<file path="src/rtl/sos_pkg.sv">
/*
 * Package for the status output selector: function codes, reset selector
 * values, the register map and timing constants.
 * Assumes a 25 MHz system clock and an APB register bus with 32-bit data.
 */
// Functional notes
// - Selector codes 0..36; third output defaults 20.
// - Relay selector defaults to 08, fault.
// - First output defaults to 01, operational.
// - Second output defaults to 02, frequency attained.
// - Code 01: output active or run on.
// - Code 02: output frequency reached command.
// - Code 03: command below minimum frequency.
// - Code 04: follows over-torque detector exactly.
// - Code 05: power stage inhibited, input forced.
// - Code 06: bus undervoltage detected.
// - Code 07: commands come from terminals.
// - Code 08: any protective fault active.
// - Codes 09/22: target frequency one/two reached.
// - Code 10 sequencer running; 13 paused.
// - Code 11: 0.5 s pulse per step.
// - Code 12: 0.5 s pulse per cycle.
// - Codes 14/15: final/preliminary count reached.
// - Code 19: heatsink above 85 C.
// - Code 20 ready; 21 emergency stop.
// - Code 24: on unless output frequency present.
// - Code 25: current below minimum.
// - Code 29: brake hysteresis release/engage.
package sos_pkg;

    // Number of status outputs: relay, then three open terminal outputs.
    localparam int NUM_OUT = 4;
    // Width of one selector code.
    localparam int CODE_W  = 6;

    // Function codes.
    localparam logic [5:0] FN_NONE       = 6'h00;
    localparam logic [5:0] FN_RUNNING    = 6'h01;
    localparam logic [5:0] FN_FREQ_MET   = 6'h02;
    localparam logic [5:0] FN_ZERO_CMD   = 6'h03;
    localparam logic [5:0] FN_TORQUE     = 6'h04;
    localparam logic [5:0] FN_INHIBIT    = 6'h05;
    localparam logic [5:0] FN_UNDERVOLT  = 6'h06;
    localparam logic [5:0] FN_TERM_CMD   = 6'h07;
    localparam logic [5:0] FN_FAULT      = 6'h08;
    localparam logic [5:0] FN_TARGET1    = 6'h09;
    localparam logic [5:0] FN_SEQ_RUN    = 6'h0a;
    localparam logic [5:0] FN_SEQ_STEP   = 6'h0b;
    localparam logic [5:0] FN_SEQ_DONE   = 6'h0c;
    localparam logic [5:0] FN_SEQ_PAUSE  = 6'h0d;
    localparam logic [5:0] FN_CNT_FINAL  = 6'h0e;
    localparam logic [5:0] FN_CNT_PRELIM = 6'h0f;
    localparam logic [5:0] FN_HEATSINK   = 6'h13;
    localparam logic [5:0] FN_READY      = 6'h14;
    localparam logic [5:0] FN_ESTOP      = 6'h15;
    localparam logic [5:0] FN_TARGET2    = 6'h16;
    localparam logic [5:0] FN_NO_FREQ    = 6'h18;
    localparam logic [5:0] FN_LOW_CURR   = 6'h19;
    localparam logic [5:0] FN_BRAKE      = 6'h1d;
    localparam logic [5:0] FN_MAX        = 6'h24;

    // Selector values after reset, per output.
    localparam logic [5:0] RST_SEL_RELAY = 6'h08;
    localparam logic [5:0] RST_SEL_ONE   = 6'h01;
    localparam logic [5:0] RST_SEL_TWO   = 6'h02;
    localparam logic [5:0] RST_SEL_THREE = 6'h14;

    // Register byte addresses.
    localparam logic [11:0] ADDR_SEL_RELAY = 12'h000;
    localparam logic [11:0] ADDR_SEL_ONE   = 12'h004;
    localparam logic [11:0] ADDR_SEL_TWO   = 12'h008;
    localparam logic [11:0] ADDR_SEL_THREE = 12'h00c;
    localparam logic [11:0] ADDR_STATUS    = 12'h010;
    localparam logic [11:0] ADDR_CONDITION = 12'h014;

    // Pulse length for sequencer events.
    localparam int CLK_HZ       = 25000000;
    localparam int PULSE_MS     = 500;
    localparam int PULSE_CYCLES = CLK_HZ / 1000 * PULSE_MS;
    localparam int PULSE_W      = 24;

endpackage

</file>
<file path="src/rtl/sos_status_output_selector.sv">
/*
 * Status output selector: four status outputs, each steered by a software
 * selector to one of the drive's internal condition functions.
 * Assumes all condition inputs are synchronous to sys_clk and that an APB
 * master reaches the selector registers.
 */
`timescale 1ns/1ps
`default_nettype none

module sos_status_output_selector #(
    parameter int PULSE_LEN = sos_pkg::PULSE_CYCLES
) (
    // Clock and reset.
    input  wire logic        sys_clk,
    input  wire logic        sys_rst,
    // APB slave.
    input  wire logic        psel,
    input  wire logic        penable,
    input  wire logic        pwrite,
    input  wire logic [11:0] paddr,
    input  wire logic [31:0] pwdata,
    output logic [31:0]      prdata,
    output logic             pready,
    output logic             pslverr,
    // Drive condition inputs.
    input  wire logic        output_active,
    input  wire logic        run_command,
    input  wire logic        freq_at_command,
    input  wire logic        command_below_min,
    input  wire logic        over_torque,
    input  wire logic        output_inhibit,
    input  wire logic        inhibit_forced_by_input,
    input  wire logic        bus_undervoltage,
    input  wire logic        command_from_terminals,
    input  wire logic        protective_fault,
    input  wire logic        target_one_reached,
    input  wire logic        target_two_reached,
    input  wire logic        sequencer_running,
    input  wire logic        sequencer_paused,
    input  wire logic        sequencer_step_reached,
    input  wire logic        sequencer_cycle_done,
    input  wire logic        count_final_reached,
    input  wire logic        count_prelim_reached,
    input  wire logic        heatsink_warning,
    input  wire logic        drive_powered,
    input  wire logic        abnormality,
    input  wire logic        emergency_stop,
    input  wire logic        output_freq_present,
    input  wire logic        current_below_min,
    input  wire logic        freq_at_brake_release,
    input  wire logic        freq_at_brake_engage,
    input  wire logic        stop_command,
    // Status outputs.
    output logic             relay_normally_open_contact,
    output logic             relay_normally_closed_contact,
    output logic             status_output_one,
    output logic             status_output_two,
    output logic             status_output_three
);
    import sos_pkg::*;

    // Pulse counter load value, cut to the counter width.
    localparam logic [PULSE_W-1:0] PULSE_LOAD = PULSE_W'(PULSE_LEN);

    // Selector registers, one per output.
    logic [CODE_W-1:0]  sel_code [NUM_OUT];
    // Registered status outputs.
    logic [NUM_OUT-1:0] out_q;
    // Combinational next value of each output.
    logic [NUM_OUT-1:0] next_out;
    // Remaining cycles of the step and cycle-done pulses.
    logic [PULSE_W-1:0] step_cnt;
    logic [PULSE_W-1:0] done_cnt;
    // Edge detection history for the sequencer events.
    logic               step_prev;
    logic               done_prev;
    // Mechanical brake hysteresis state.
    logic               brake_q;
    // Stop command latched until the brake engages or is released.
    logic               stop_seen;
    // Bus decode helpers.
    logic               bus_access;
    logic               addr_hit;
    logic [31:0]        next_rdata;

    // The slave always answers in the access cycle, so no wait states.
    assign pready     = 1'b1;
    assign bus_access = psel & penable;

    // Address decode: unmapped addresses answer with an error.
    always_comb begin
        case (paddr)
            ADDR_SEL_RELAY, ADDR_SEL_ONE, ADDR_SEL_TWO, ADDR_SEL_THREE,
            ADDR_STATUS, ADDR_CONDITION: addr_hit = 1'b1;
            default: addr_hit = 1'b0;
        endcase
    end

    assign pslverr = bus_access & ~addr_hit;

    // Read data mux; registered so the data output comes from a flip-flop.
    always_comb begin
        next_rdata = 32'h0000_0000;
        case (paddr)
            ADDR_SEL_RELAY: next_rdata = {26'h0, sel_code[0]};
            ADDR_SEL_ONE:   next_rdata = {26'h0, sel_code[1]};
            ADDR_SEL_TWO:   next_rdata = {26'h0, sel_code[2]};
            ADDR_SEL_THREE: next_rdata = {26'h0, sel_code[3]};
            ADDR_STATUS:    next_rdata = {28'h0, out_q};
            ADDR_CONDITION: next_rdata = {29'h0, brake_q, (done_cnt != '0),
                                          (step_cnt != '0)};
            default:        next_rdata = 32'h0000_0000;
        endcase
    end

    // Read data is captured in the setup cycle and stands through access.
    always_ff @(posedge sys_clk or posedge sys_rst) begin
        if (sys_rst) begin
            prdata <= 32'h0000_0000;
        end else if (psel & ~penable & ~pwrite) begin
            prdata <= next_rdata;
        end
    end

    // Selector registers; codes above the top code are refused.
    genvar gi;
    generate
        for (gi = 0; gi < NUM_OUT; gi++) begin : g_sel
            always_ff @(posedge sys_clk or posedge sys_rst) begin
                if (sys_rst) begin
                    sel_code[gi] <= (gi == 0) ? RST_SEL_RELAY :
                                    (gi == 1) ? RST_SEL_ONE :
                                    (gi == 2) ? RST_SEL_TWO :
                                    RST_SEL_THREE;
                end else if (bus_access && pwrite &&
                             paddr == ADDR_SEL_RELAY + 12'(4 * gi) &&
                             pwdata[CODE_W-1:0] <= FN_MAX) begin
                    sel_code[gi] <= pwdata[CODE_W-1:0];
                end
            end
        end
    endgenerate

    // Step pulse: 0.5 s stretch on each step-reached rising edge.
    always_ff @(posedge sys_clk or posedge sys_rst) begin
        if (sys_rst) begin
            step_prev <= 1'b0;
            step_cnt  <= '0;
        end else begin
            step_prev <= sequencer_step_reached;
            if (sequencer_step_reached & ~step_prev) begin
                step_cnt <= PULSE_LOAD;
            end else if (step_cnt != '0) begin
                step_cnt <= step_cnt - 1'b1;
            end
        end
    end

    // Cycle-done pulse: 0.5 s stretch on each completed program cycle.
    always_ff @(posedge sys_clk or posedge sys_rst) begin
        if (sys_rst) begin
            done_prev <= 1'b0;
            done_cnt  <= '0;
        end else begin
            done_prev <= sequencer_cycle_done;
            if (sequencer_cycle_done & ~done_prev) begin
                done_cnt <= PULSE_LOAD;
            end else if (done_cnt != '0) begin
                done_cnt <= done_cnt - 1'b1;
            end
        end
    end

    // Brake control: set at release threshold, clear at engage after stop.
    always_ff @(posedge sys_clk or posedge sys_rst) begin
        if (sys_rst) begin
            brake_q   <= 1'b0;
            stop_seen <= 1'b0;
        end else begin
            if (freq_at_brake_release) begin
                brake_q   <= 1'b1;
                stop_seen <= 1'b0;
            end else if ((stop_seen | stop_command) & freq_at_brake_engage) begin
                brake_q   <= 1'b0;
                stop_seen <= 1'b0;
            end else if (stop_command) begin
                stop_seen <= 1'b1;
            end
        end
    end

    // Function selection per output.
    generate
        for (gi = 0; gi < NUM_OUT; gi++) begin : g_out
            always_comb begin
                case (sel_code[gi])
                    FN_RUNNING:    next_out[gi] = output_active | run_command;
                    FN_FREQ_MET:   next_out[gi] = freq_at_command;
                    FN_ZERO_CMD:   next_out[gi] = command_below_min;
                    FN_TORQUE:     next_out[gi] = over_torque;
                    FN_INHIBIT:    next_out[gi] = output_inhibit |
                                                  inhibit_forced_by_input;
                    FN_UNDERVOLT:  next_out[gi] = bus_undervoltage;
                    FN_TERM_CMD:   next_out[gi] = command_from_terminals;
                    FN_FAULT:      next_out[gi] = protective_fault;
                    FN_TARGET1:    next_out[gi] = target_one_reached;
                    FN_TARGET2:    next_out[gi] = target_two_reached;
                    FN_SEQ_RUN:    next_out[gi] = sequencer_running;
                    FN_SEQ_PAUSE:  next_out[gi] = sequencer_paused;
                    FN_SEQ_STEP:   next_out[gi] = (step_cnt != '0);
                    FN_SEQ_DONE:   next_out[gi] = (done_cnt != '0);
                    FN_CNT_FINAL:  next_out[gi] = count_final_reached;
                    FN_CNT_PRELIM: next_out[gi] = count_prelim_reached;
                    FN_HEATSINK:   next_out[gi] = heatsink_warning;
                    FN_READY:      next_out[gi] = drive_powered & ~abnormality;
                    FN_ESTOP:      next_out[gi] = emergency_stop;
                    FN_NO_FREQ:    next_out[gi] = ~output_freq_present;
                    FN_LOW_CURR:   next_out[gi] = current_below_min;
                    FN_BRAKE:      next_out[gi] = brake_q;
                    default:       next_out[gi] = 1'b0;
                endcase
            end
        end
    endgenerate

    // Output register; all four bits clear in reset, so only the relay's normally closed contact is on.
    always_ff @(posedge sys_clk or posedge sys_rst) begin
        if (sys_rst) begin
            out_q <= '0;
        end else begin
            out_q <= next_out;
        end
    end

    // Relay contacts are complementary views of one coil.
    assign relay_normally_open_contact   = out_q[0];
    assign relay_normally_closed_contact = ~out_q[0];
    assign status_output_one             = out_q[1];
    assign status_output_two             = out_q[2];
    assign status_output_three           = out_q[3];

endmodule // sos_status_output_selector

`default_nettype wire

</file>
<file path="config.mk">
export PLATFORM = sky130hd
export DESIGN_NAME = sos_status_output_selector
export DESIGN_NICKNAME = d
export VERILOG_FILES = /design/src/rtl/sos_pkg.sv /design/src/rtl/sos_status_output_selector.sv
export SDC_FILE = /design/constraint.sdc
export NUM_CORES = 1
export LEC_CHECK = 0
export ABC_CLOCK_PERIOD_IN_PS = 3180
export BUFFER_PORTS_ARGS = -buffer_cell sky130_fd_sc_hd__buf_2
export CAP_MARGIN = 20
export CORE_ASPECT_RATIO = 0.8
export CORE_MARGIN = 3
export CORE_UTILIZATION = 25
export CTS_CLUSTER_DIAMETER = 40
export DETAILED_ROUTE_END_ITERATION = 16
export GPL_TIMING_DRIVEN = 0
export PLACE_DENSITY = 0.45
export SLEW_MARGIN = 20
export SYNTH_ARGS = -nofsm -noshare
export SYNTH_HDL_FRONTEND = slang
export SYNTH_SLANG_ARGS = --single-unit
</file>
<file path="constraint.sdc">
create_clock -name sys_clk -period 3.18 [get_ports sys_clk]
set_clock_uncertainty 0.15 [all_clocks]
set_input_delay 0.636 -clock sys_clk [delete_from_list [all_inputs] [get_ports sys_clk]]
set_output_delay 0.636 -clock sys_clk [all_outputs]
set_load 0.005 [all_outputs]
</file>
======== Word-level counts from Yosys, hierarchy flattened ========
Index checks and enable logic that the tools add are counted.
word-level totals
  output and inout bits ................... 39
  memory bits (read-only) ................. 0
  flip-flop bits (word level) ............. 112
  memories ................................ 0
  bits in latches ......................... 0
  bits in writable memories ............... 0
  bits of input ports ..................... 76
cells by class
  reduce and logical (&&, ||, !) cells .... 17
  multiply operators ...................... 0
  $lt $le $gt $ge ......................... 1
  shift-type cells ........................ 0
  multiplexer cells ....................... 15
  bitwise operators ....................... 19
  add/subtract/negate cells ............... 2
  div/mod/pow operators ................... 0
  equality and inequality tests ........... 93
operators with widths
  operator                                                count
  equality test 6 x 4 -> 1 bit (second input constant)    32
  equality test 6 x 5 -> 1 bit (second input constant)    28
  equality test 6 x 3 -> 1 bit (second input constant)    16
  2-to-1 mux 24 bit                                       4
  one-hot mux 1 bit (22 select lines)                     4
  equality test 6 x 2 -> 1 bit (second input constant)    8
  nonzero test 24 bit                                     2
  subtractor 24 x 1 -> 24 bit (second input constant)     2
  one-hot mux 6 bit (6 select lines)                      1
  equality test 12 x 4 -> 1 bit (second input constant)   2
  equality test 12 x 5 -> 1 bit (second input constant)   2
  equality test 6 x 1 -> 1 bit (second input constant)    4
  equality test 12 x 3 -> 1 bit (second input constant)   1
  zero test 12 bit                                        1
  logical AND 1 bit                                       9
  AND 1 bit                                               8
  inverter 1 bit                                          8
  less-or-equal comparator 6 bit (second input constant)  1
  2-to-1 mux 1 bit                                        6
  nonzero test 2 bit                                      3
  OR reduction 6 bit                                      1
  OR 1 bit                                                3
  nonzero test 3 bit                                      1

======== Depth between registers and ports, before layout ========
Gate-level depths: netlist (run 1).
  depth after elaboration ................. 5
  mapped depth ............................ 8
  mapped depth without buffers ............ 7

======== Least setup slack after synthesis (run 1) ========
No wires, ideal clock.
  kind .................................... register to register
  start point ............................. register step_cnt[16]
  end point ............................... register out_q[1]
  path buffers ............................ 2
  data arrival time ....................... 2.644 ns
  clock period less this slack ............ 2.920 ns
  required time ........................... 2.904 ns
  stages on the path, launching flop included .. 8
  setup slack ............................. 0.260 ns
  cell sequence ........................... dfrtp_1 or4_4 or4b_4 buf_6 or3_1 buf_6 a32o_1 a311o_1
between the ends
  word-level cells in the longest chain between the ends .. 2
RTL lines
  what                                 RTL line                           text
  from (decl)                          sos_status_output_selector.sv:72   logic [PULSE_W-1:0] step_cnt;
  from (signal assigned)               sos_status_output_selector.sv:154  step_cnt <= step_cnt - 1'b1;
  nonzero test 24 bit                  sos_status_output_selector.sv:210  FN_SEQ_STEP: next_out[gi] = (step_cnt != '0);
  one-hot mux 1 bit (22 select lines)  sos_status_output_selector.sv:196  case (sel_code[gi])
  via next_out[1]                      sos_status_output_selector.sv:70   logic [NUM_OUT-1:0] next_out;
  to (signal assigned)                 sos_status_output_selector.sv:231  out_q <= next_out;
  to (decl)                            sos_status_output_selector.sv:68   logic [NUM_OUT-1:0] out_q;
The timed path passes the listed nets, and every way through them passes these cells.
A chain may end at the register's enable or synchronous reset.

======== Worst setup path in the final report (run 1) ========
Same ends and word-level chain as after synthesis.

==> results of run 1 <==
[per-layer routing]
| metal | vias to the layer above | track usage, % | wire (µm) |
|---|---|---|---|
| met5 | - | 0 | 0 |
| met4 | 0 | 4.24 | 382 |
| met1 | 2411 | 21.5 | 8730 |
| li1 | 2495 | - | - |
| met3 | 28 | 2.84 | 968 |
| met2 | 139 | 20.4 | 7160 |
[area by class of cell]
| type | instances | share of cell area [%] |
|---|---|---|
| clock buffers | 9 | 3.30 |
| repair buffers | 61 | 4.80 |
| well taps | 300 | 5.49 |
| flip-flops and latches | 86 | 31.6 |
| plain buffers | 64 | 5.84 |
| multi-input cells | 487 | 47.3 |
| inverters | 12 | 0.733 |
| clock inverters | 6 | 0.897 |
[synthesized netlist by cell type (17+ instances only)]
master,n
dfrtp_1,81
nor2_1,44
o21ai_0,40
nand2_1,39
buf_4,27
clkbuf_1,27
a21oi_1,23
mux2_2,23
nand3_1,22
nor3_1,19
or3_1,17
[per-stage QoR]
| step | setup WS, ps | utilization [%] | power (mW) |
|---|---|---|---|
| final | 50.4 | 31.0 | 3.01 |
| after floorplan | 180 | - | 1.73 |
| after CTS | 30.9 | 30.9 | 3.04 |
| after detailed placement | 41.2 | 29.6 | 1.94 |
| after global routing | 11.5 | 31.0 | 3.21 |
| after global placement | -1260 | 29.4 | 1.93 |
[power breakdown]
part	internal [mW]	total, mW	switching (mW)
logic	0.242	0.584	0.342
registers	1.21	1.34	0.136
clock network	0.604	1.08	0.480
[flip-flops by register name, summed over array words and instances, names as in the netlist]
register   count
out_q          4
prdata         6
done_cnt      24
done_prev      1
step_cnt      24
step_prev      1
sel_code      24
brake_q        1
stop_seen      1
[worst min path at each step]
stage / from / to
3_3_place_gp: prdata[4] / prdata[4]
4_1_cts: sys_rst / step_prev
3_5_place_dp: prdata[5] / prdata[5]
5_1_grt: sys_rst / step_prev
2_1_floorplan: prdata[0] / prdata[0]
6_report: sys_rst / step_prev
[kinds of logic after synthesis]
kind of cell | synth area share, %
xor+xnor | 1.84
compound gates | 15.5
buf+inv | 7.75
flops | 37.8
other cells | 0.131
mux | 9.17
fa+ha+maj | 0.876
simple gates | 27.0
[worst max-delay path, cell delays in order (launching register included)]
cell	delay (ps)
dfrtp_2	440
or4_4	580
or4b_4	530
buf_6	150
or3_1	320
buf_6	160
a32o_1	250
a311o_1	390
==> summary.md, run 1 <==
| Metric | Value |
|---|---|
| Clock Path Buffers | 2 |
| Placed cell count | 1010 |
| CTS clock-pin slew for the worst setup and hold paths | 70 ps |
| Die W | 175 µm |
| Netlist cell types | 72 |
| TritonCTS Buffers | 9 |
| Tmin final | 3130 ps |
| FF/Latch Area | 2160 µm² |
| Status | complete, no violations |
| Startpoint types | flip-flop |
| Max-cap violations | 0 |
| CTS tree | done |
| Worst-margin pin slew | 892 ps |
| DRC Markers | 0 |
| Post-synthesis register bit count | 86 |
| Nature of the critical path endpoint | flip-flop |
| Clk sinks | 86 |
| Reg2Reg Launch Point | step_cnt[16] |
| Worst R2R Path Depth | 7 |
| # IOs | 115 |
| Worst setup startpoint | step_cnt[16] |
| Register area share after synthesis | 37.8% |
| Initial antenna violation count | 0 |
| WL final | 17200 µm |
| Syn avg cell area | 9.16 µm² |
| Ys async rst share | 100% |
| N_diodes | 0 |
| Vias/cell | 4.95 |
| Netlist Area Pre-Place | 5720 µm² |
| RSZ-0062 raised after global routing | false |
| Reg2Reg Capture Point | out_q[1] |
| Hold slack | 86.4 ps |
| Leak | 2.64 nW |
| Min-delay worst type | in -> async |
| Vias after detailed routing | 5073 |
| Setup slack, reg-to-reg | 50 ps |
| Die area | 24700 µm² |
| Sum Neg Setup Slack | 0 ps |
| Crit Path Class | reg -> reg |
| Top cell type's share of synthesized area | 35.5% |
| Pwr dens | 441 nW/µm² |
| Hold Buf Count CTS | 0 |
| CTS-repair resized insts | 0 |
| Worst slew margin | 40.1% |
| Crit-path max FO | 10 |
| Area contributors post-synth | dfrtp_1, mux2_2, buf_4 |
| Yosys warning total | 0 |
| DP Wirelength | 12600 µm |
| First-pass GRT wire length | 27800 µm |
| Post-route clock period utilization | 98.4% |
| Vias in the first global route | 4842 |
| Core area | 22000 µm² |
| Layout Nets | 801 |
| Total grt overflow | 0 |
| Die span in y | 141 µm |
| Fill count | 2337 |
| Non-Filler Instances | 1025 |
| Routed len/inst | 16.8 µm |
| Drt first pass iters | 5 |
| Synth Instances | 624 |
| Share of cells above drive strength 1 | 23.3% |
| Most common cell after layout, fill and taps aside | dfrtp_1 |
| Clock latency at the later pin of the worst-skew pair | 360 ps |
| Max Fclk | 320 MHz |
| CP required | 3230 ps |
| Main flop type after synthesis | dfrtp_1 |
| Post-synth EDFFs | 0 |
| CP arrival | 3180 ps |
| Antenna Nets Post-Route | 0 |
| FP Rows | 48 |
| Most frequent cells in the layout | dfrtp_1, buf_2, nor2_1, o21ai_0, nand2_1 |
| Post-DP Area | 6530 µm² |
| Post-CTS Setup Repair Bufs | 0 |
| Yosys top cell by area | dfrtp_1 |
| Setup-failing EPs final | 0 |
| Pins Over Slew Limit | 0 |
| Starting DRT DRC Count | 368 |
| Area of the multi-input gates | 3230 µm² |
| Final hold vios | 0 |
| GP Congestion | 0.881 |
| H-tree levels | 3 |
| Initial Util | 25.9% |
| Root Driver | clkbuf_16 |
| Largest net degree at the start of global routing | 62 |
| Area growth, synth to finish | 19.5% |
| Critical Path End | out_q[1] |
| Worst VDD drop | 0.213 mV |
| Finished Cell Area | 6830 µm² |
| PortBufs | 59 |
| All-Layer GR Usage | 14.2% |
(Power assumes the default switching activity.)
==> inputs of run 2 (changes only) <==
- BUFFER_PORTS_ARGS: -buffer_cell sky130_fd_sc_hd__buf_2 -> not set
- DONT_BUFFER_PORTS: not set -> 1
- PLACE_DENSITY: 0.45 -> 0.4
- REMOVE_ABC_BUFFERS: not set -> 1
==> run 2 against run 1 <==
Count of clock-buffer cells in the layout grew 4. Critical endpoint unchanged. Highest routed layer unchanged. Combinational power shrank 16%. Clock power is essentially flat. Critical path type unchanged. Register-to-register slack gained 60 ps. Final area shrank 9.6%. Die area is the same. Largest power group unchanged. Critical path depth shrank 2. First-iteration DRC count grew 12%. Largest cell class unchanged. Sequential power is essentially flat. Global-route usage shrank 0.66 points. Flip-flop and latch count is the same.
==> summary.md, run 2 (synthesized netlist as in run 1, its figures left out) <==
| Metric | Value |
|---|---|
| Critical Path Max Stage Delay | 600 ps (was 580 ps) |
| Largest net degree at the start of global routing | 67 (was 62) |
| Core area | 22000 µm² (unchanged) |
| Layout Nets | 680 (was 801) |
| Clk sinks | 86 (unchanged) |
| Leak | 2.18 nW (was 2.64 nW) |
| Status | complete, no violations (unchanged) |
| Most common cell after layout, fill and taps aside | dfrtp_1 (unchanged) |
| H-tree levels | 3 (unchanged) |
| Die area | 24700 µm² (unchanged) |
| Worst path cell trace | or4_4, or4b_4, or3_4, a32o_1, a311o_1 (was or4_4, or4b_4, buf_6, or3_1, buf_6, a32o_1, a311o_1) |
| Min-delay worst type | in -> reg (was in -> async) |
| Non-Filler Instances | 905 (was 1025) |
| All-Layer GR Usage | 13.6% (was 14.2%) |
| Startpoint types | flip-flop (unchanged) |
| Die W | 175 µm (unchanged) |
| Setup-failing EPs final | 0 (unchanged) |
| Initial Util | 25.9% (unchanged) |
| # IOs | 115 (unchanged) |
| Final core utilization | 28.0% (was 31.0%) |
| FP Rows | 48 (unchanged) |
| Vias/cell | 5.22 (was 4.95) |
| Vias in the first global route | 4455 (was 4842) |
| Routed len/inst | 18.3 µm (was 16.8 µm) |
| Nature of the critical path endpoint | flip-flop (unchanged) |
| Worst VDD drop | 0.243 mV (was 0.213 mV) |
| GP Congestion | 0.902 (was 0.881) |
| PortBufs | 0 (was 59) |
| Total grt overflow | 0 (unchanged) |
| CTS clock-pin slew for the worst setup and hold paths | 60 ps (was 70 ps) |
| Share of cells above drive strength 1 | 12.9% (was 23.3%) |
| Starting DRT DRC Count | 413 (was 368) |
| Most frequent cells in the layout | dfrtp_1, nor2_1, o21ai_0, nand2_1, conb_1 (was dfrtp_1, buf_2, nor2_1, o21ai_0, nand2_1) |
| Max Fclk | 325 MHz (was 320 MHz) |
| CP arrival | 3130 ps (was 3180 ps) |
| Tmin final | 3070 ps (was 3130 ps) |
| N_diodes | 0 (unchanged) |
| Crit Path Class | reg -> reg (unchanged) |
| RSZ-0062 raised after global routing | false (unchanged) |
| Pins Over Slew Limit | 0 (unchanged) |
| Drt first pass iters | 5 (unchanged) |
| First-pass GRT wire length | 26300 µm (was 27800 µm) |
| DP Wirelength | 12000 µm (was 12600 µm) |
| CTS tree | done (unchanged) |
| Initial antenna violation count | 0 (unchanged) |
| Vias after detailed routing | 4728 (was 5073) |
| Clock Path Buffers | 2 (unchanged) |
| Worst-margin pin slew | 949 ps (was 892 ps) |
| Sum Neg Setup Slack | 0 ps (unchanged) |
| Max-cap violations | 0 (unchanged) |
| Final hold vios | 0 (unchanged) |
| Pwr dens | 473 nW/µm² (was 441 nW/µm²) |
| Root Driver | clkbuf_16 (unchanged) |
| Die span in y | 141 µm (unchanged) |
| CP max stage cell | or4b_4 (was or4_4) |
| Worst slew margin | 36.7% (was 40.1%) |
| Placed cell count | 888 (was 1010) |
| Post-CTS Setup Repair Bufs | 0 (unchanged) |
| WL final | 16600 µm (was 17200 µm) |
| Clock latency at the later pin of the worst-skew pair | 350 ps (was 360 ps) |
| Antenna Nets Post-Route | 0 (unchanged) |
| DRC Markers | 0 (unchanged) |
| Top Registers | done_cnt x24, sel_code x24, step_cnt x24 (unchanged) |
| TritonCTS Buffers | 9 (unchanged) |
| Fill count | 2345 (was 2337) |
| Post-route clock period utilization | 96.6% (was 98.4%) |
| Crit-path max FO | 10 (unchanged) |
| CP required | 3230 ps (about the same) |
| Area growth, synth to finish | 8.03% (was 19.5%) |
[run 2: changes by cell type in the layout (fill, tap and decap cells not counted), moves of 2 or more]
cell	delta
buf_2	-60
buf_4	-27
clkbuf_1	-25
buf_1	-3
buf_6	-2
clkinv_2	-2
[run 2: cell type report]
type                       count  area [µm²]  area share, %
sequential                    86        2160           34.9
tap                          300         375           6.08
inverter                      12        50.0          0.810
timing repair buffer           4        47.5          0.770
clock inverter                 3        42.5          0.689
clock buffer                  13         260           4.21
multi-input combinational    487        3240           52.5
[run 2: critical path, delay by kind of cell (launching register included)]
family / cells / cell delay [ps]
flip-flops: 1 / 430
AND/OR/NAND/NOR: 3 / 1650
AO/OA/AOI/OAI: 2 / 680
[run 2: through the flow]
step	total power, mW	instance area [µm²]	worst slack (ps)	hold slack (ps)
final	2.92	6180	108	163
after global routing	3.12	6180	12.4	130
after global placement	1.82	5790	-1000	361
after detailed placement	1.84	5840	-179	304
after CTS	2.97	6160	17.9	139
after floorplan	1.70	5410	180	323
[run 2: repair_timing]
action	4_1_cts	5_1_grt
endpoints found under the setup margin	1	1
gates resized for setup	1	2
endpoints found under the hold margin	20	0
hold buffers	1	0
[run 2: final timing paths]
check | start | end | slack, ps | cells after the start
min reg2reg | done_cnt[19] | done_cnt[19] | 380 | 2
min in group asynchronous | sys_rst | step_cnt[18] | 570 | 2
max reg2reg | step_cnt[16] | out_q[1] | 110 | 5
max | step_cnt[16] | out_q[1] | 110 | 5
max in group asynchronous | sys_rst | sel_code[7] | 1660 | 3
min | sequencer_cycle_done | done_prev | 160 | 0
[run 2: report_power, final]
| group | total [mW] | internal [mW] | switching [mW] |
|---|---|---|---|
| Combinational | 0.489 | 0.197 | 0.292 |
| Sequential | 1.33 | 1.21 | 0.126 |
| Clock | 1.10 | 0.652 | 0.444 |
[run 2: metal layers]
| metal | vias up | track usage (%) | share of wire (%) |
|---|---|---|---|
| met5 | - | 0 | 0 |
| met4 | 0 | 3.82 | 1.5 |
| met3 | 22 | 3.50 | 6.3 |
| met2 | 135 | 19.1 | 43 |
| met1 | 2317 | 20.4 | 49 |
| li1 | 2254 | - | - |
==> inputs of run 3 (changes only) <==
==> constraint.sdc (replaced) <==
create_clock -name sys_clk -period 3.18 [get_ports sys_clk]
set_clock_uncertainty 0.15 [all_clocks]
set_input_delay 0.318 -clock sys_clk [delete_from_list [all_inputs] [get_ports sys_clk]]
set_output_delay 0.318 -clock sys_clk [all_outputs]
set_load 0.005 [all_outputs]
==> run 3 against run 2 <==
Largest power group unchanged. Core utilization increased by 0.45 points. Largest cell class unchanged. Clock power hardly changed. Count of clock-buffer cells in the layout did not move. Critical path type unchanged.
==> summary.md, run 3 (synthesized netlist as in run 1, its figures left out) <==
| Metric | Value |
|---|---|
| Status | complete, no violations (unchanged) |
| Fill count | 2341 (was 2345) |
| Worst path cell trace | or4_4, or4b_4, or3_4, a32o_1, a311o_1 (unchanged) |
| All-Layer GR Usage | 13.7% (was 13.6%) |
| TritonCTS Buffers | 9 (unchanged) |
| Switching share of power | 29.7% (was 29.5%) |
| Reg2Reg Launch Point | step_cnt[16] (unchanged) |
| Tmin final | 3080 ps (was 3070 ps) |
| Max Fclk | 325 MHz (about the same) |
| DRC Markers | 0 (unchanged) |
| Combinational Power Share | 17.2% (was 16.7%) |
| Share of cells above drive strength 1 | 12.7% (was 12.9%) |
| Most common cell after layout, fill and taps aside | dfrtp_1 (unchanged) |
| FP Rows | 48 (unchanged) |
| CP arrival | 3130 ps (about the same) |
| N_diodes | 0 (unchanged) |
| Clock Path Buffers | 2 (unchanged) |
| Worst-margin pin slew | 947 ps (was 949 ps) |
| Hold slack | 16.8 ps (was 163 ps) |
| Post-route clock period utilization | 96.8% (was 96.6%) |
| RSZ-0062 raised after global routing | false (unchanged) |
| Reg2Reg Capture Point | out_q[1] (unchanged) |
| Root Driver | clkbuf_16 (unchanged) |
| Top Registers | done_cnt x24, sel_code x24, step_cnt x24 (unchanged) |
| Antenna Nets Post-Route | 0 (unchanged) |
| CP required | 3230 ps (about the same) |
| Area of the multi-input gates | 3240 µm² (unchanged) |
| Startpoint types | flip-flop (unchanged) |
| Starting DRT DRC Count | 395 (was 413) |
| Area growth, synth to finish | 9.78% (was 8.03%) |
| CTS tree | done (unchanged) |
| Max-cap violations | 0 (unchanged) |
| Routed len/inst | 18.5 µm (was 18.3 µm) |
| Most frequent cells in the layout | dfrtp_1, nor2_1, o21ai_0, nand2_1, conb_1 (unchanged) |
| Worst VDD drop | 0.243 mV (about the same) |
| Nature of the critical path endpoint | flip-flop (unchanged) |
| Initial Util | 25.9% (unchanged) |
| Final hold vios | 0 (unchanged) |
| H-tree levels | 3 (unchanged) |
| Reg power frac | 45.5% (was 45.7%) |
| Die span in y | 141 µm (unchanged) |
| DP Wirelength | 12000 µm (unchanged) |
| Total grt overflow | 0 (unchanged) |
| Min-delay worst type | in -> reg (unchanged) |
| Clock latency at the later pin of the worst-skew pair | 350 ps (about the same) |
| GP Congestion | 0.902 (unchanged) |
| Pins Over Slew Limit | 0 (unchanged) |
| Clk sinks | 86 (unchanged) |
| Setup slack, reg-to-reg | 100 ps (was 110 ps) |
| Hold Path Sink | prdata[5] (was done_prev) |
| Pwr dens | 468 nW/µm² (was 473 nW/µm²) |
| Hold path depth | 3 (was 0) |
| Vias in the first global route | 4507 (was 4455) |
| Crit-path max FO | 10 (unchanged) |
| Core area | 22000 µm² (unchanged) |
| # IOs | 115 (unchanged) |
| Internal power | 2.06 mW (about the same) |
| CP max stage cell | or4b_4 (unchanged) |
| Leak | 2.23 nW (was 2.18 nW) |
| Die area | 24700 µm² (unchanged) |
| Layout Nets | 690 (was 680) |
| Vias/cell | 5.21 (was 5.22) |
| Drt first pass iters | 4 (was 5) |
| First-pass GRT wire length | 26700 µm (was 26300 µm) |
| FF/Latch Area | 2160 µm² (unchanged) |
| Worst R2R Path Depth | 5 (unchanged) |
| Clock power share | 37.3% (was 37.5%) |
| HP Start | paddr[4] (was sequencer_cycle_done) |
| CTS clock-pin slew for the worst setup and hold paths | 60 ps (about the same) |
| Post-CTS Setup Repair Bufs | 0 (unchanged) |
| Initial antenna violation count | 0 (unchanged) |
| Final core utilization | 28.5% (was 28.0%) |
| Worst slew margin | 36.9% (was 36.7%) |
| Largest net degree at the start of global routing | 67 (unchanged) |
| Vias after detailed routing | 4770 (was 4728) |
| Setup-failing EPs final | 0 (unchanged) |
| PortBufs | 0 (unchanged) |
| Crit Path Class | reg -> reg (unchanged) |
| Switch Pwr | 0.871 mW (was 0.862 mW) |
| Critical Path Max Stage Delay | 610 ps (was 600 ps) |
| Die W | 175 µm (unchanged) |
| WL final | 16900 µm (was 16600 µm) |
## run 3: cell count changes in the layout (fill, tap and decap cells not counted), sizes merged
cell         previous run  this run
dlygate4sd3             1        11
## run 3: worst max path at each step
stage,from,endpoint,slack [ps],depth (start not counted)
6_report,step_cnt[16],out_q[1],100,5
5_1_grt,done_cnt[4],done_cnt[10],10,5
4_1_cts,step_cnt[8],out_q[1],20,5
3_5_place_dp,step_cnt[8],out_q[1],-140,5
3_3_place_gp,sys_rst,sel_code[10],-680,1
2_1_floorplan,step_cnt[16],out_q[1],310,5
## run 3: worst max-delay path, delay by kind of cell, from the launching register on
family / cells / cell delay [ps]
and+or+nand+nor: 3 / 1660
DFF: 1 / 430
AOI/OAI and AO/OA: 2 / 680
## run 3: area by class of cell
type / instances / area share (%)
clock buffers: 13 / 4.15
well taps: 300 / 5.98
multi-input cells: 487 / 51.7
inverters: 12 / 0.797
clock inverters: 3 / 0.678
flip-flops and latches: 86 / 34.4
repair buffers: 14 / 2.35
## run 3: metrics by stage
stage | cell area, µm² | std cells | power, mW | setup slack [ps] | setup TNS [ps]
after floorplan | 5410 | 585 | 1.70 | 305 | 0
after CTS | 6260 | 915 | 2.99 | 17.9 | 0
after detailed placement | 5840 | 888 | 1.84 | -143 | -143
final | 6280 | 915 | 2.94 | 103 | 0
after global routing | 6280 | 915 | 3.14 | 12.4 | 0
after global placement | 5790 | 885 | 1.82 | -684 | -54800
## run 3: timing repair
action,in CTS,in global routing
endpoints found under the setup margin,1,1
hold buffers,11,0
endpoints found under the hold margin,109,0
resized for setup,1,2
## run 3: routing by layer
layer	up-vias	wire length (µm)	track usage [%]
met1	2337	8310	20.5
li1	2274	-	-
met3	17	1130	3.80
met5	-	0	0
met2	142	7210	19.3
met4	0	237	3.82
## run 3: power by group through the flow
stage	clock (mW)	combinational [mW]	sequential (mW)
floorplan	0	0.379	1.32
finish	1.10	0.506	1.33
CTS	1.15	0.511	1.33
global placement	0	0.477	1.35
global route	1.20	0.576	1.36
detailed placement	0	0.490	1.35
